`src/adt_pkg.sv`:
```
// Package: constants for the converter trigger and result block
package adt_pkg;
   localparam int         RES_W         = 10;
   localparam int         STAT_W        = 4;
   // Register byte offsets
   localparam logic [4:0] ADDR_CTRL0    = 5'h00;
   localparam logic [4:0] ADDR_CTRL1    = 5'h04;
   localparam logic [4:0] ADDR_TRIG     = 5'h08;
   localparam logic [4:0] ADDR_RESH     = 5'h0C;
   localparam logic [4:0] ADDR_RESL     = 5'h10;
   localparam logic [4:0] ADDR_CAP      = 5'h14;
   localparam logic [4:0] ADDR_STAT     = 5'h18;
   localparam logic [4:0] ADDR_MASK     = 5'h1C;
   // Field positions
   localparam int         CTRL0_EN_BIT  = 0;
   localparam int         CTRL0_GO_BIT  = 1;
   localparam int         CTRL0_CHS_LSB = 2;
   localparam int         CTRL1_FMT_BIT = 7;
   localparam int         CTRL1_CKS_LSB = 4;
   localparam int         CTRL1_ALL_BIT = 2;
   localparam int         TRIG_SEL_LSB  = 4;
   localparam int         ST_DONE       = 0;
   localparam int         ST_TMR0       = 1;
   localparam int         ST_TMR1       = 2;
   localparam int         ST_TMR2       = 3;
   // Values after reset
   localparam logic [7:0] REG_RST       = 8'h00;
   localparam logic [3:0] STAT_RST      = 4'h0;
   // Trigger select codes
   localparam logic [2:0] TRIG_NONE     = 3'h0;
   localparam logic [2:0] TRIG_TMR0     = 3'h3;
   localparam logic [2:0] TRIG_TMR1     = 3'h4;
   localparam logic [2:0] TRIG_TMR2     = 3'h5;
   localparam logic [2:0] TRIG_RISE     = 3'h6;
   localparam logic [2:0] TRIG_FALL     = 3'h7;
   // Conversion time
   localparam int         CLK_PERIOD_NS = 8;
   localparam int         CONV_TIME_NS  = 96;
   localparam int         CONV_CYC      =
      (CONV_TIME_NS + CLK_PERIOD_NS - 1) / CLK_PERIOD_NS;
   localparam logic [3:0] CONV_CNT      = 4'(CONV_CYC - 1);
   typedef enum logic {SEQ_IDLE, SEQ_CONV} adt_seq_e;
endpackage : adt_pkg

```
`src/adt_conv_if.sv`:
```
// Interface: links between register core, trigger picker and sequencer
`timescale 1ns/10ps
interface adt_conv_if import adt_pkg::*; ();
   logic [2:0]       trig_sel;
   logic             trig_fire;
   logic             enable;
   logic             start;
   logic             abort;
   logic             busy;
   logic             done;
   logic             load;
   logic [RES_W-1:0] result;
   modport ctl  (output trig_sel, enable, start, abort,
                 input  trig_fire, busy, done, load, result);
   modport trig (input trig_sel, output trig_fire);
   modport seq  (input enable, start, abort,
                 output busy, done, load, result);
endinterface : adt_conv_if

```
`src/adt_trig_sel.sv`:
```
// Auto-conversion trigger picker
`timescale 1ns/10ps
module adt_trig_sel import adt_pkg::*; (
   input wire logic   ref_clk,
   input wire logic   rst,
   input wire logic   timer0_overflow,
   input wire logic   timer1_overflow,
   input wire logic   timer2_period_match,
   input wire logic   external_trigger_pin,
   adt_conv_if.trig   conv
);
   typedef struct packed {
      logic pin_q;
      logic fire;
   } adt_trig_s;
   adt_trig_s st;
   adt_trig_s next_st;

   always_comb begin
      next_st.pin_q = external_trigger_pin;
      case (conv.trig_sel)
         TRIG_TMR0: next_st.fire = timer0_overflow;
         TRIG_TMR1: next_st.fire = timer1_overflow;
         TRIG_TMR2: next_st.fire = timer2_period_match;
         TRIG_RISE: next_st.fire = external_trigger_pin & ~st.pin_q;
         TRIG_FALL: next_st.fire = ~external_trigger_pin & st.pin_q;
         default:   next_st.fire = 1'b0;
      endcase
      if (rst) begin
         next_st.fire = 1'b0;
      end
   end

   always_ff @(posedge ref_clk) begin
      st <= next_st;
   end

   assign conv.trig_fire = st.fire;
endmodule : adt_trig_sel

```
`src/adt_conv_seq.sv`:
```
// Conversion sequencer: timed conversion, abort and result capture
`timescale 1ns/10ps
module adt_conv_seq import adt_pkg::*; (
   input wire logic             ref_clk,
   input wire logic             rst,
   input wire logic [RES_W-1:0] conv_sample,
   adt_conv_if.seq              conv
);
   typedef struct packed {
      adt_seq_e         state;
      logic [3:0]       cnt;
      logic             done;
      logic             load;
      logic [RES_W-1:0] result;
   } adt_seq_s;
   adt_seq_s st;
   adt_seq_s next_st;

   always_comb begin
      next_st      = st;
      next_st.done = 1'b0;
      next_st.load = 1'b0;
      case (st.state)
         SEQ_IDLE: begin
            if (conv.enable && conv.start) begin
               next_st.state = SEQ_CONV;
               next_st.cnt   = CONV_CNT;
            end
         end
         SEQ_CONV: begin
            if (!conv.enable) begin
               next_st.state = SEQ_IDLE;
            end else if (conv.abort) begin
               // Partial result, no done event
               next_st.state  = SEQ_IDLE;
               next_st.load   = 1'b1;
               next_st.result = conv_sample;
            end else if (st.cnt == 4'h0) begin
               next_st.state  = SEQ_IDLE;
               next_st.done   = 1'b1;
               next_st.load   = 1'b1;
               next_st.result = conv_sample;
            end else begin
               next_st.cnt = st.cnt - 4'h1;
            end
         end
         default: next_st.state = SEQ_IDLE;
      endcase
      if (rst) begin
         next_st.state = SEQ_IDLE;
         next_st.cnt   = 4'h0;
         next_st.done  = 1'b0;
         next_st.load  = 1'b0;
      end
   end

   always_ff @(posedge ref_clk) begin
      st <= next_st;
   end

   assign conv.busy   = (st.state == SEQ_CONV);
   assign conv.done   = st.done;
   assign conv.load   = st.load;
   assign conv.result = st.result;
endmodule : adt_conv_seq

```
`src/adt_ctrl.sv`:
```
// Converter control: registers, go flag, result packing, interrupts
//
// Overview of operation
// Trigger select 000, 001, 010 never start a conversion.
// Select 011/100/101 start on timer0, timer1 overflow, timer2 match.
// Select 110 starts on pin rising edge, 111 on falling edge.
// Timer events set their own flags even when used as trigger.
// Left justified: high byte holds result bits 9 to 2.
// Left justified: low byte holds bits 1,0 on top, zeros below.
// Right justified: high byte holds bits 9,8 at bottom, zeros above.
// Right justified: low byte holds result bits 7 to 0.
// Hold capacitor is never discharged after a conversion.
// Software waits an acquisition time after changing channel.
// Hold capacitance is 15 pF plus the trim register setting.
// Justify bit: 1 right justified, 0 left justified, zero fill.
// On completion clear go, set done flag, load both result bytes.
// Trigger starts conversion like go when enabled; go stays set.
// Result bytes not reset, kept through reset, software writable.
`timescale 1ns/10ps
module adt_ctrl import adt_pkg::*; (
   input  wire logic             ref_clk,
   input  wire logic             rst,
   input  wire logic [4:0]       avs_address,
   input  wire logic             avs_read,
   input  wire logic             avs_write,
   input  wire logic [31:0]      avs_writedata,
   output logic      [31:0]      avs_readdata,
   output logic                  avs_waitrequest,
   input  wire logic             timer0_overflow,
   input  wire logic             timer1_overflow,
   input  wire logic             timer2_period_match,
   input  wire logic             external_trigger_pin,
   input  wire logic [RES_W-1:0] conv_sample,
   output logic                  irq,
   output logic                  converter_enable,
   output logic                  conversion_go_flag,
   output logic      [4:0]       channel_select,
   output logic                  hold_sample_en,
   output logic      [7:0]       hold_cap_trim
);
   typedef struct packed {
      logic        en;
      logic        go;
      logic [4:0]  chs;
      logic        fmt;
      logic [2:0]  cks;
      logic [1:0]  pref;
      logic [2:0]  trig;
      logic [7:0]  resh;
      logic [7:0]  resl;
      logic [7:0]  cap;
      logic [3:0]  stat;
      logic [3:0]  mask;
      logic        wait_r;
      logic [7:0]  rdata;
      logic        irq;
      logic        hold;
   } adt_ctrl_s;

   adt_ctrl_s st;
   adt_ctrl_s next_st;
   logic      start_c;
   logic      abort_c;

   adt_conv_if conv ();

   adt_trig_sel u_trig (
      .ref_clk              (ref_clk),
      .rst                  (rst),
      .timer0_overflow      (timer0_overflow),
      .timer1_overflow      (timer1_overflow),
      .timer2_period_match  (timer2_period_match),
      .external_trigger_pin (external_trigger_pin),
      .conv                 (conv.trig)
   );

   adt_conv_seq u_seq (
      .ref_clk     (ref_clk),
      .rst         (rst),
      .conv_sample (conv_sample),
      .conv        (conv.seq)
   );

   function automatic logic [7:0] read_mux(
      input adt_ctrl_s  s,
      input logic [4:0] a
   );
      case (a)
         ADDR_CTRL0: read_mux = {1'b0, s.chs, s.go, s.en};
         ADDR_CTRL1: read_mux = {s.fmt, s.cks, 1'b0, s.go, s.pref};
         ADDR_TRIG:  read_mux = {1'b0, s.trig, 4'h0};
         ADDR_RESH:  read_mux = s.resh;
         ADDR_RESL:  read_mux = s.resl;
         ADDR_CAP:   read_mux = s.cap;
         ADDR_STAT:  read_mux = {4'h0, s.stat};
         ADDR_MASK:  read_mux = {4'h0, s.mask};
         default:    read_mux = 8'h00;
      endcase
   endfunction : read_mux

   always_comb begin
      logic       wr;
      logic [7:0] wd;
      logic       sw_set;
      logic       sw_clr;
      logic [3:0] ev;
      logic [3:0] w1c;
      wr      = 1'b0;
      wd      = 8'h00;
      sw_set  = 1'b0;
      sw_clr  = 1'b0;
      ev      = 4'h0;
      w1c     = 4'h0;
      start_c = 1'b0;
      abort_c = 1'b0;
      next_st = st;
      wd      = avs_writedata[7:0];
      // Write takes effect at the edge where waitrequest is low
      wr      = avs_write && !st.wait_r;
      next_st.wait_r = !((avs_read || avs_write) && st.wait_r);
      if (avs_read && st.wait_r) begin
         next_st.rdata = read_mux(st, avs_address);
      end
      sw_set = wr && (((avs_address == ADDR_CTRL0) && wd[CTRL0_GO_BIT])
                  || ((avs_address == ADDR_CTRL1) && wd[CTRL1_ALL_BIT]));
      sw_clr = wr && (avs_address == ADDR_CTRL0) && !wd[CTRL0_GO_BIT];
      w1c    = 4'h0;
      if (wr) begin
         case (avs_address)
            ADDR_CTRL0: begin
               next_st.en  = wd[CTRL0_EN_BIT];
               next_st.chs = wd[CTRL0_CHS_LSB +: 5];
            end
            ADDR_CTRL1: begin
               next_st.fmt  = wd[CTRL1_FMT_BIT];
               next_st.cks  = wd[CTRL1_CKS_LSB +: 3];
               next_st.pref = wd[1:0];
            end
            ADDR_TRIG: next_st.trig = wd[TRIG_SEL_LSB +: 3];
            ADDR_RESH: next_st.resh = wd;
            ADDR_RESL: next_st.resl = wd;
            ADDR_CAP:  next_st.cap  = wd;
            ADDR_STAT: w1c = wd[STAT_W-1:0];
            ADDR_MASK: next_st.mask = wd[STAT_W-1:0];
            default: ;
         endcase
      end
      // Start from software or selected trigger
      start_c = (sw_set || (conv.trig_fire && st.en))
                && st.en && !st.go;
      abort_c = sw_clr && st.go;
      if (conv.done || sw_clr || !st.en) begin
         next_st.go = 1'b0;
      end
      if (start_c) begin
         next_st.go = 1'b1;
      end
      // Result packing
      if (conv.load) begin
         if (st.fmt) begin
            next_st.resh = {6'h00, conv.result[9:8]};
            next_st.resl = conv.result[7:0];
         end else begin
            next_st.resh = conv.result[9:2];
            next_st.resl = {conv.result[1:0], 6'h00};
         end
      end
      // Sticky events, set wins over clear
      ev            = 4'h0;
      ev[ST_DONE]   = conv.done;
      ev[ST_TMR0]   = timer0_overflow;
      ev[ST_TMR1]   = timer1_overflow;
      ev[ST_TMR2]   = timer2_period_match;
      next_st.stat  = (st.stat & ~w1c) | ev;
      // Sampling switch opens for conversion and while disabled, never discharges
      next_st.hold  = next_st.en && !next_st.go;
      if (rst) begin
         next_st.en     = REG_RST[0];
         next_st.go     = REG_RST[0];
         next_st.chs    = REG_RST[4:0];
         next_st.fmt    = REG_RST[0];
         next_st.cks    = REG_RST[2:0];
         next_st.pref   = REG_RST[1:0];
         next_st.trig   = REG_RST[2:0];
         next_st.cap    = REG_RST;
         next_st.stat   = STAT_RST;
         next_st.mask   = STAT_RST;
         next_st.wait_r = 1'b1;
         next_st.rdata  = REG_RST;
         next_st.hold   = 1'b0;
         start_c        = 1'b0;
         abort_c        = 1'b0;
      end
      next_st.irq = |(next_st.stat & next_st.mask) && !rst;
   end

   always_ff @(posedge ref_clk) begin
      st <= next_st;
   end

   assign conv.trig_sel      = st.trig;
   assign conv.enable        = st.en;
   assign conv.start         = start_c;
   assign conv.abort         = abort_c;
   assign avs_readdata       = {24'h000000, st.rdata};
   assign avs_waitrequest    = st.wait_r;
   assign irq                = st.irq;
   assign converter_enable   = st.en;
   assign conversion_go_flag = st.go;
   assign channel_select     = st.chs;
   assign hold_sample_en     = st.hold;
   assign hold_cap_trim      = st.cap;

   logic res_wr;
   assign res_wr = avs_write && !st.wait_r
                   && ((avs_address == ADDR_RESH)
                   || (avs_address == ADDR_RESL));
   logic go_wr;
   assign go_wr = avs_write && !st.wait_r
                  && ((avs_address == ADDR_CTRL0)
                  || (avs_address == ADDR_CTRL1));
endmodule : adt_ctrl

```
`config.mk`:
```
export PLATFORM = sky130hd
export DESIGN_NAME = adt_ctrl
export DESIGN_NICKNAME = d
export VERILOG_FILES = /design/src/adt_pkg.sv /design/src/adt_conv_if.sv /design/src/adt_trig_sel.sv /design/src/adt_conv_seq.sv /design/src/adt_ctrl.sv
export SDC_FILE = /design/constraint.sdc
export NUM_CORES = 1
export LEC_CHECK = 0
export BUFFER_PORTS_ARGS = -buffer_cell sky130_fd_sc_hd__buf_2
export CAP_MARGIN = 10
export CORE_MARGIN = 2
export CORE_UTILIZATION = 35
export DETAILED_ROUTE_END_ITERATION = 10
export PLACE_DENSITY_LB_ADDON = 0.25
export SKIP_LAST_GASP = 1
export SLEW_MARGIN = 20
export SYNTH_ARGS = -nofsm -noshare
export SYNTH_HDL_FRONTEND = slang
export SYNTH_SLANG_ARGS = --single-unit
```
`constraint.sdc`:
```
create_clock -name ref_clk -period 3.8 [get_ports ref_clk]
set_input_delay 0.76 -clock ref_clk [delete_from_list [all_inputs] [get_ports ref_clk]]
set_output_delay 0.76 -clock ref_clk [all_outputs]
set_load 0.005 [all_outputs]
```
-- Word-level counts from Yosys, hierarchy flattened
Cells that the tools add are included.
- $add $sub $neg: 1
- eq/ne operators: 16
- mux-type cells: 30
- bitwise operators: 10
- reductions and logical operators: 44
- operator list (kind ; number):
    $pmux W8 S8 ; 1
    $mux W16 ; 3
    $mux W8 ; 4
    $mux W24 ; 1
    $eq A5 B5 Y1 const B ; 4
    $mux W4 ; 5
    $mux W17 ; 1
    $logic_and A1 B1 Y1 ; 15
    $eq A3 B3 Y1 const B ; 4
    $mux W12 ; 1
    $reduce_and A2 Y1 ; 6
    $mux W11 ; 1
    $eq A5 B4 Y1 const B ; 2
    $mux W5 ; 2
    $pmux W5 S2 ; 1
    $mux W1 ; 9
    $and A4 B4 Y4 ; 2
    $reduce_bool A2 Y1 ; 4
    $reduce_or A4 Y1 ; 2
    $logic_not A1 Y1 ; 7
    $ne A2 B2 Y1 const B ; 3
    $eq A5 B3 Y1 const B ; 1
    $logic_not A5 Y1 ; 1
    $logic_or A1 B1 Y1 ; 5
    other kinds (12) ; 16
- register bits after elaboration: 78
- logic and storage cells: 124

-- Longest topological paths before layout
Gate-level depths: netlist (run 1).
- word-level depth: 11
- mapped depth: 7
- depth with buffers taken out: 6

-- Cells and area by module
From an unflattened synthesis (run 1), not the netlist that was laid out.
- cells, all modules: 410
- area, all modules: 4127.7 um^2
- modules (own cells, without submodules) (module ; times used ; cells an instance ; area an instance (um^2)):
    adt_ctrl ; 1 ; 334 ; 3240.6
    adt_conv_seq ; 1 ; 68 ; 787.0
    adt_trig_sel ; 1 ; 8 ; 100.1

-- Worst setup path after synthesis (run 1)
No wires, ideal clock.
- path type: input -> register
- start: input port avs_address[1]
- end: register u_seq.st (netlist bit u_seq.conv.result[0]), enable pin
- arrival: 2.575 ns
- slack: 0.848 ns
- cell stages on the path: 6
- cells stage by stage: or3_1 -> buf_2 -> or4_1 -> o21a_1 -> buf_2 -> nor2_1
- longest elaborated chain between the ends: 7
- ends and longest elaborated chain (what ; line ; RTL):
    start: declaration ; adt_ctrl.sv:23 ; input wire logic [4:0] avs_address,
    $logic_not A5 Y1 ; adt_ctrl.sv:126 ; sw_clr = wr && (avs_address == ADDR_CTRL0) && !wd[CTRL0_GO_BIT];
    $logic_and A1 B1 Y1 (2 in a row) ; adt_ctrl.sv:126 ;
    $logic_and A1 B1 Y1 ; adt_ctrl.sv:151 ; abort_c = sw_clr && st.go;
    $mux W1 ; adt_ctrl.sv:177 ; if (rst) begin
    $reduce_bool A2 Y1 (no source line) ; n/a ;
    $reduce_and A3 Y1 (no source line) ; n/a ;
    end signal: assignment ; adt_conv_seq.sv:58 ; st <= next_st;
    end: declaration ; adt_conv_seq.sv:16 ; adt_seq_s st;
Every way passes these cells.
A chain may end at the register's enable or synchronous reset.

-- Worst setup path after layout (run 1)
- start: input port avs_address[2]
- end: register u_seq.st (netlist bit u_seq.conv.result[1]), enable pin
The elaborated chain is that of the path after synthesis.

==> results of run 1 <==
worst register-to-register path: cells and delay by family (launching register included):
kind | cells | cell delay [ps]
AND/OR/NAND/NOR | 3 | 1200
flip-flops | 1 | 390
AO/OA/AOI/OAI | 1 | 320
buffers and inverters | 1 | 180
layer usage:
metal	GRT usage, %	wire (µm)	share of wire (%)	up-vias
met1	22.9	4370	47	1360
met2	24.9	4260	46	74
met5	0	0	0	-
met4	5.04	120	1.3	0
li1	-	-	-	1385
met3	3.47	461	5.0	10
cell type report:
type,count,area [µm²],area share [%]
Sequential cell,78,1820,43.0
Multi-Input combinational cell,257,1690,39.9
Timing Repair Buffer,60,310,7.32
Tap cell,140,175,4.13
Clock buffer,11,163,3.84
Clock inverter,5,63.8,1.51
Inverter,4,15.0,0.354
power by group through the flow:
stage	sequential [mW]	combinational, mW	clock, mW
floorplan	0.887	0.0733	0
CTS	0.869	0.0988	0.700
detailed placement	0.888	0.0988	0
global route	0.870	0.110	0.732
global placement	0.888	0.0976	0
finish	0.869	0.0991	0.688
cell families (layout without fill, tap and decap cells):
group	count (synthesis)	in the layout
and+or+nand+nor	122	122
AOI/OAI and AO/OA	80	80
DFF	78	78
buffers and inverters	66	80
muxes	29	29
adders and majority gates	2	2
other	1	24
registers in the layout, indices dropped and copies added (netlist names):
register	flops
u_seq.conv.load	1
channel_select	5
u_seq.conv.done	1
st	30
u_trig.conv.trig_fire	1
irq	1
hold_cap_trim	8
conv.trig_sel	3
avs_readdata	8
u_seq.conv.result	10
avs_waitrequest	1
hold_sample_en	1
u_seq.st	4
converter_enable	1
u_trig.st	1
u_seq.conv.busy	1
conversion_go_flag	1
path summary, 6_finish.rpt:
check,to,slack (ps),cells past startpoint
worst max-delay path,u_seq.conv.result[1],1240,6
worst min register to register,avs_readdata[3],450,1
worst min-delay path,avs_readdata[3],450,1
worst max register to register,u_seq.conv.result[1],1430,5
cell usage in the layout (no fill, tap or decap), types with 3 or more instances in the layout:
master / netlist / final
conb_1: 1 / 24
nand3_1: 12 / 12
a21oi_1: 17 / 17
a22oi_1: 8 / 8
nand2_1: 18 / 18
nor2_1: 40 / 40
a211oi_1: 6 / 6
nor3_2: 3 / 3
clkbuf_8: 0 / 10
a22o_1: 13 / 13
or4_1: 4 / 4
buf_2: 3 / 56
a31oi_1: 5 / 5
a222oi_1: 3 / 3
and2_1: 4 / 4
a32oi_1: 3 / 3
mux2i_1: 22 / 22
o21ai_0: 3 / 3
dfxtp_1: 52 / 52
nor2b_1: 19 / 19
nor4_1: 3 / 3
nor3_1: 7 / 7
edfxtp_1: 26 / 26
mux2_2: 5 / 5
a21o_1: 9 / 9
buf_4: 45 / 4
inv_1: 4 / 4
==> results.json, run 1 <==
{
  "synth_top_cell_area_share_pct": 27.1,
  "relSlewSlack_pct": 36.7,
  "overflow": 0,
  "initial_core_util_pct": 35.6,
  "path_buf_inv": 2,
  "arrival_ps": 2640,
  "synthSimpleGateAreaFrac_pct": 16.8,
  "drt_iter0_drc": 202,
  "dpl.hpwl_um": 6860,
  "p_leak_nw": 1.67,
  "wl_per_cell_um": 16.6,
  "clkTransAtPathRegs_ps": 90,
  "maxSlewViolCount": 0,
  "synth_top_area_cell": "dfxtp_1",
  "gp_congestion": 0.806,
  "grt_pass1_vias": 2651,
  "ys_top_cells_by_area": "dfxtp_1 (27%), edfxtp_1 (20%), buf_4 (8.8%)",
  "tightest_slew_ps": 945,
  "num_antenna_cells": 0,
  "antenna_found_initial": 0,
  "cts.sinks": 78,
  "avgSynthCellArea_um2": 10.2,
  "seq_power_share_pct": 52.5,
  "syn-cell-area_mm2": 0.00384,
  "drc": 0,
  "yosysMostFrequentCell": "dfxtp_1",
  "synthAdderAreaFrac_pct": 0.651,
  "synthFlopType": "dfxtp_1",
  "seq_area_frac_synth_pct": 47.4,
  "detail-route-antenna-nets": 0,
  "yosysUniqueCellTypes": 52,
  "power_frac_clock_pct": 41.5,
  "cp-end-kind": "register",
  "power_mw": 1.66,
  "grt_pass1_wl_um": 14500,
  "setup_tns_ps": 0,
  "comb_power_share_pct": 6.0,
  "required_ps": 3880,
  "synth_top_family_by_area": "simple AND/OR/NAND/NOR gates",
  "cts_tree": "done",
  "power_switching_share_pct": 23.6,
  "groute.usage.overall_pct": 16.2,
  "dp_slack_ps": 851,
  "die_w_um": 109,
  "crit_fanout": 12,
  "placement.io_buffers": 56,
  "powerDensity_mw_per_mm2": 391,
  "h-tree-depth": 3,
  "core_mm2": 0.0108,
  "placedCellCount": 539,
  "dr.pass1.iters": 6,
  "fin_util_pct": 39.3,
  "ctsHoldBuffers": 0,
  "cts-resized-gates": 0,
  "yosysWarnings": 0,
  "cp_top_family": "simple AND/OR/NAND/NOR gates",
  "ir_worst_vdd_uv": 147,
  "row_count": 38,
  "layout-drive-gt1-share_pct": 22.4,
  "max_freq_ghz": 0.391,
  "dr_total_vias": 2829,
  "ys_ff_latch": 78,
  "setup_slack_ps": 1240,
  "synth-async-reset-ratio_pct": 0,
  "synthXorXnorAreaFrac_pct": 0,
  "min_period_ps": 2560,
  "n_fill_cell": 1069,
  "die_h_um": 109,
  "final_cells": 555,
  "timing.hold.ws_ps": 453,
  "area_growth_pct": 10.2,
  "p_sw_mw": 0.390,
  "finalInstanceArea_mm2": 0.00424,
  "synthCells": 378,
  "cp-startpoint": "avs_address[2]",
  "path_cells": "buf_2, or4b_4, or4_1, o21a_1, nor2_1, buf_4",
  "clock-skew-final_ps": 10.9,
  "dpl_cell_area_mm2": 0.00401,
  "timing_worst_setup_path_type": "primary input to register",
  "grt_max_degree": 34,
  "hold_violations": 0,
  "finalNetCount": 467,
  "clock_latency_ps": 360,
  "finalSetupViolCount": 0,
  "synth_mux_area_share_pct": 8.36,
  "synth_compound_area_share_pct": 15.8,
  "start_kind": "primary input",
  "vias_per_cell": 5.10,
  "synth_common_cells": "dfxtp_1 (52), buf_4 (45), nor2_1 (40)",
  "min_period_over_period_pct": 67.3,
  "cts_buffer_depth": 2,
  "status": "finished clean",
  "max_cap_violations": 0,
  "reg2reg_from": "avs_waitrequest",
  "holdCritPathClass": "register to register",
  "cpMaxStageDelayCell": "or4b_4",
  "root_buffer": "clkbuf_8",
  "hold_start": "avs_readdata[3]",
  "die_area_mm2": 0.0118,
  "cts_made_buffers": 9,
  "rsz0062_at_grt": "false",
  "p_int_mw": 1.27,
  "ios": 105,
  "synth_edf_count": 26,
  "routed_wl_um": 9220,
  "post-cts-setup-buffers": 0,
  "critical-path-max-stage-delay_ps": 570
}
No activity file was read; power rests on OpenSTA's default activity.
==> run 2, diff against run 1 <==
==> constraint.sdc (replaced) <==
create_clock -name ref_clk -period 2.1 [get_ports ref_clk]
set_input_delay 0.42 -clock ref_clk [delete_from_list [all_inputs] [get_ports ref_clk]]
set_output_delay 0.42 -clock ref_clk [all_outputs]
set_load 0.005 [all_outputs]
==> results.json, run 2 (synthesis gave the netlist of run 1 again) <==
{
  "register_area_mm2": 0.00182,
  "drc": 0,
  "placement.io_buffers": 56,
  "ctsHoldBuffers": 0,
  "comb_power_share_pct": 7.4,
  "initial_core_util_pct": 35.6,
  "num_antenna_cells": 0,
  "clkTransAtPathRegs_ps": 80,
  "cp-end-kind": "register",
  "status": "finished clean",
  "cpMaxStageDelayCell": "or4b_4",
  "power_frac_clock_pct": 38.1,
  "overflow": 0,
  "p_sw_mw": 0.720,
  "multi_input_area_mm2": 0.00173,
  "path_buf_inv": 0,
  "arrival_ps": 2120,
  "power_switching_share_pct": 25.0,
  "groute.usage.overall_pct": 17.0,
  "final_cell_mix": "buf_2 (56), dfxtp_1 (52), buf_4 (43)",
  "setup_slack_ps": 34.3,
  "tightest_slew_ps": 793,
  "die_area_mm2": 0.0118,
  "die_w_um": 109,
  "gp_congestion": 0.905,
  "row_count": 38,
  "max_cap_violations": 0,
  "finalSetupViolCount": 0,
  "fin_util_pct": 42.0,
  "cts_buffer_depth": 2,
  "h-tree-depth": 3,
  "grt_pass1_wl_um": 15300,
  "clock_latency_ps": 360,
  "placedCellCount": 578,
  "relSlewSlack_pct": 46.9,
  "largest_reg_flops": 30,
  "hold_violations": 0,
  "power_mw": 2.88,
  "post-cts-setup-buffers": 0,
  "grt_pass1_vias": 2934,
  "wl_per_cell_um": 16.2,
  "drt_iter0_drc": 150,
  "largest_register": "st",
  "final_cells": 595,
  "dr.pass1.iters": 5,
  "clock-skew-final_ps": 14.3,
  "seq_power_share_pct": 54.6,
  "min_period_ps": 2070,
  "cts_made_buffers": 9,
  "mostFrequentLayoutCell": "buf_2",
  "powerDensity_mw_per_mm2": 634,
  "crit_fanout": 5,
  "ios": 105,
  "die_h_um": 109,
  "grt_max_degree": 26,
  "timing_worst_setup_path_type": "register to register",
  "maxSlewViolCount": 0,
  "ir_worst_vdd_uv": 336,
  "max_freq_ghz": 0.484,
  "finalInstanceArea_mm2": 0.00454,
  "n_fill_cell": 1060,
  "root_buffer": "clkbuf_8",
  "routed_wl_um": 9650,
  "core_mm2": 0.0108,
  "area_growth_pct": 18.0,
  "dp_slack_ps": -266,
  "cts.sinks": 78,
  "p_int_mw": 2.16,
  "layout-drive-gt1-share_pct": 30.3,
  "dpl.hpwl_um": 7300,
  "antenna_found_initial": 0,
  "start_kind": "register",
  "dpl_cell_area_mm2": 0.00432,
  "p_leak_nw": 1.86,
  "cp_top_family": "simple AND/OR/NAND/NOR gates",
  "rsz0062_at_grt": "true",
  "detail-route-antenna-nets": 0,
  "finalNetCount": 507,
  "required_ps": 2150,
  "path_cells": "or4b_4, or4_4, o21a_4, nor2_4",
  "dr_total_vias": 2991,
  "holdCritPathClass": "primary input to register",
  "timing.hold.ws_ps": 190,
  "critical-path-max-stage-delay_ps": 570,
  "vias_per_cell": 5.03,
  "setup_tns_ps": 0,
  "cts_tree": "done",
  "min_period_over_period_pct": 98.4
}
## run 2: changes by cell type in the layout (fill, tap and decap cells not counted), moves of 2 or more
cell	change
clkinv_2	+2
buf_4	+39
clkinv_4	-2
nor2_4	+2
## run 2: cell type report
class                   instances  area share (%)
clock buffers                  10            3.28
clock inverters                 6           0.937
inverters                       4           0.331
multi-input cells             258            38.2
flip-flops and latches         78            40.1
well taps                     140            3.86
repair buffers                 99            13.3
## run 2: power groups by stage
stage	registers [mW]	clock network, mW	logic, mW
floorplan	1.60	0	0.135
detailed placement	1.61	0	0.209
global placement	1.61	0	0.207
finish	1.57	1.10	0.212
global route	1.57	1.17	0.235
CTS	1.57	1.11	0.210
## run 2: per-layer routing
metal | global-route usage, % | routed length (µm) | up-vias | part of all wire, %
li1 | - | - | 1458 | -
met1 | 22.7 | 4510 | 1424 | 47
met2 | 27.6 | 4450 | 91 | 46
met3 | 2.87 | 487 | 18 | 5.0
met4 | 6.59 | 208 | 0 | 2.2
met5 | 0 | 0 | - | 0
## run 2: worst reg2reg max path: cells and delay by family (launching register included)
family	cells	cell delay, ps
DFF	1	340
and+or+nand+nor	3	1170
AOI/OAI and AO/OA	1	260
## run 2: what timing repair did
| item | in CTS | in global routing |
|---|---|---|
| cloned | 1 | 0 |
| resized for setup | 3 | 2 |
| setup endpoints to repair | 10 | 9 |
| endpoints found under the hold margin | 0 | 0 |
| pin swaps | 2 | 2 |
## run 2: final timing paths
path	endpoint	start	slack, ps	depth (start not counted)
setup / recovery	u_seq.conv.result[5]	avs_waitrequest	30	4
hold / removal	u_trig.st[1]	external_trigger_pin	190	1
setup reg to reg	u_seq.conv.result[5]	avs_waitrequest	30	4
hold reg to reg	avs_readdata[3]	avs_readdata[3]	460	1
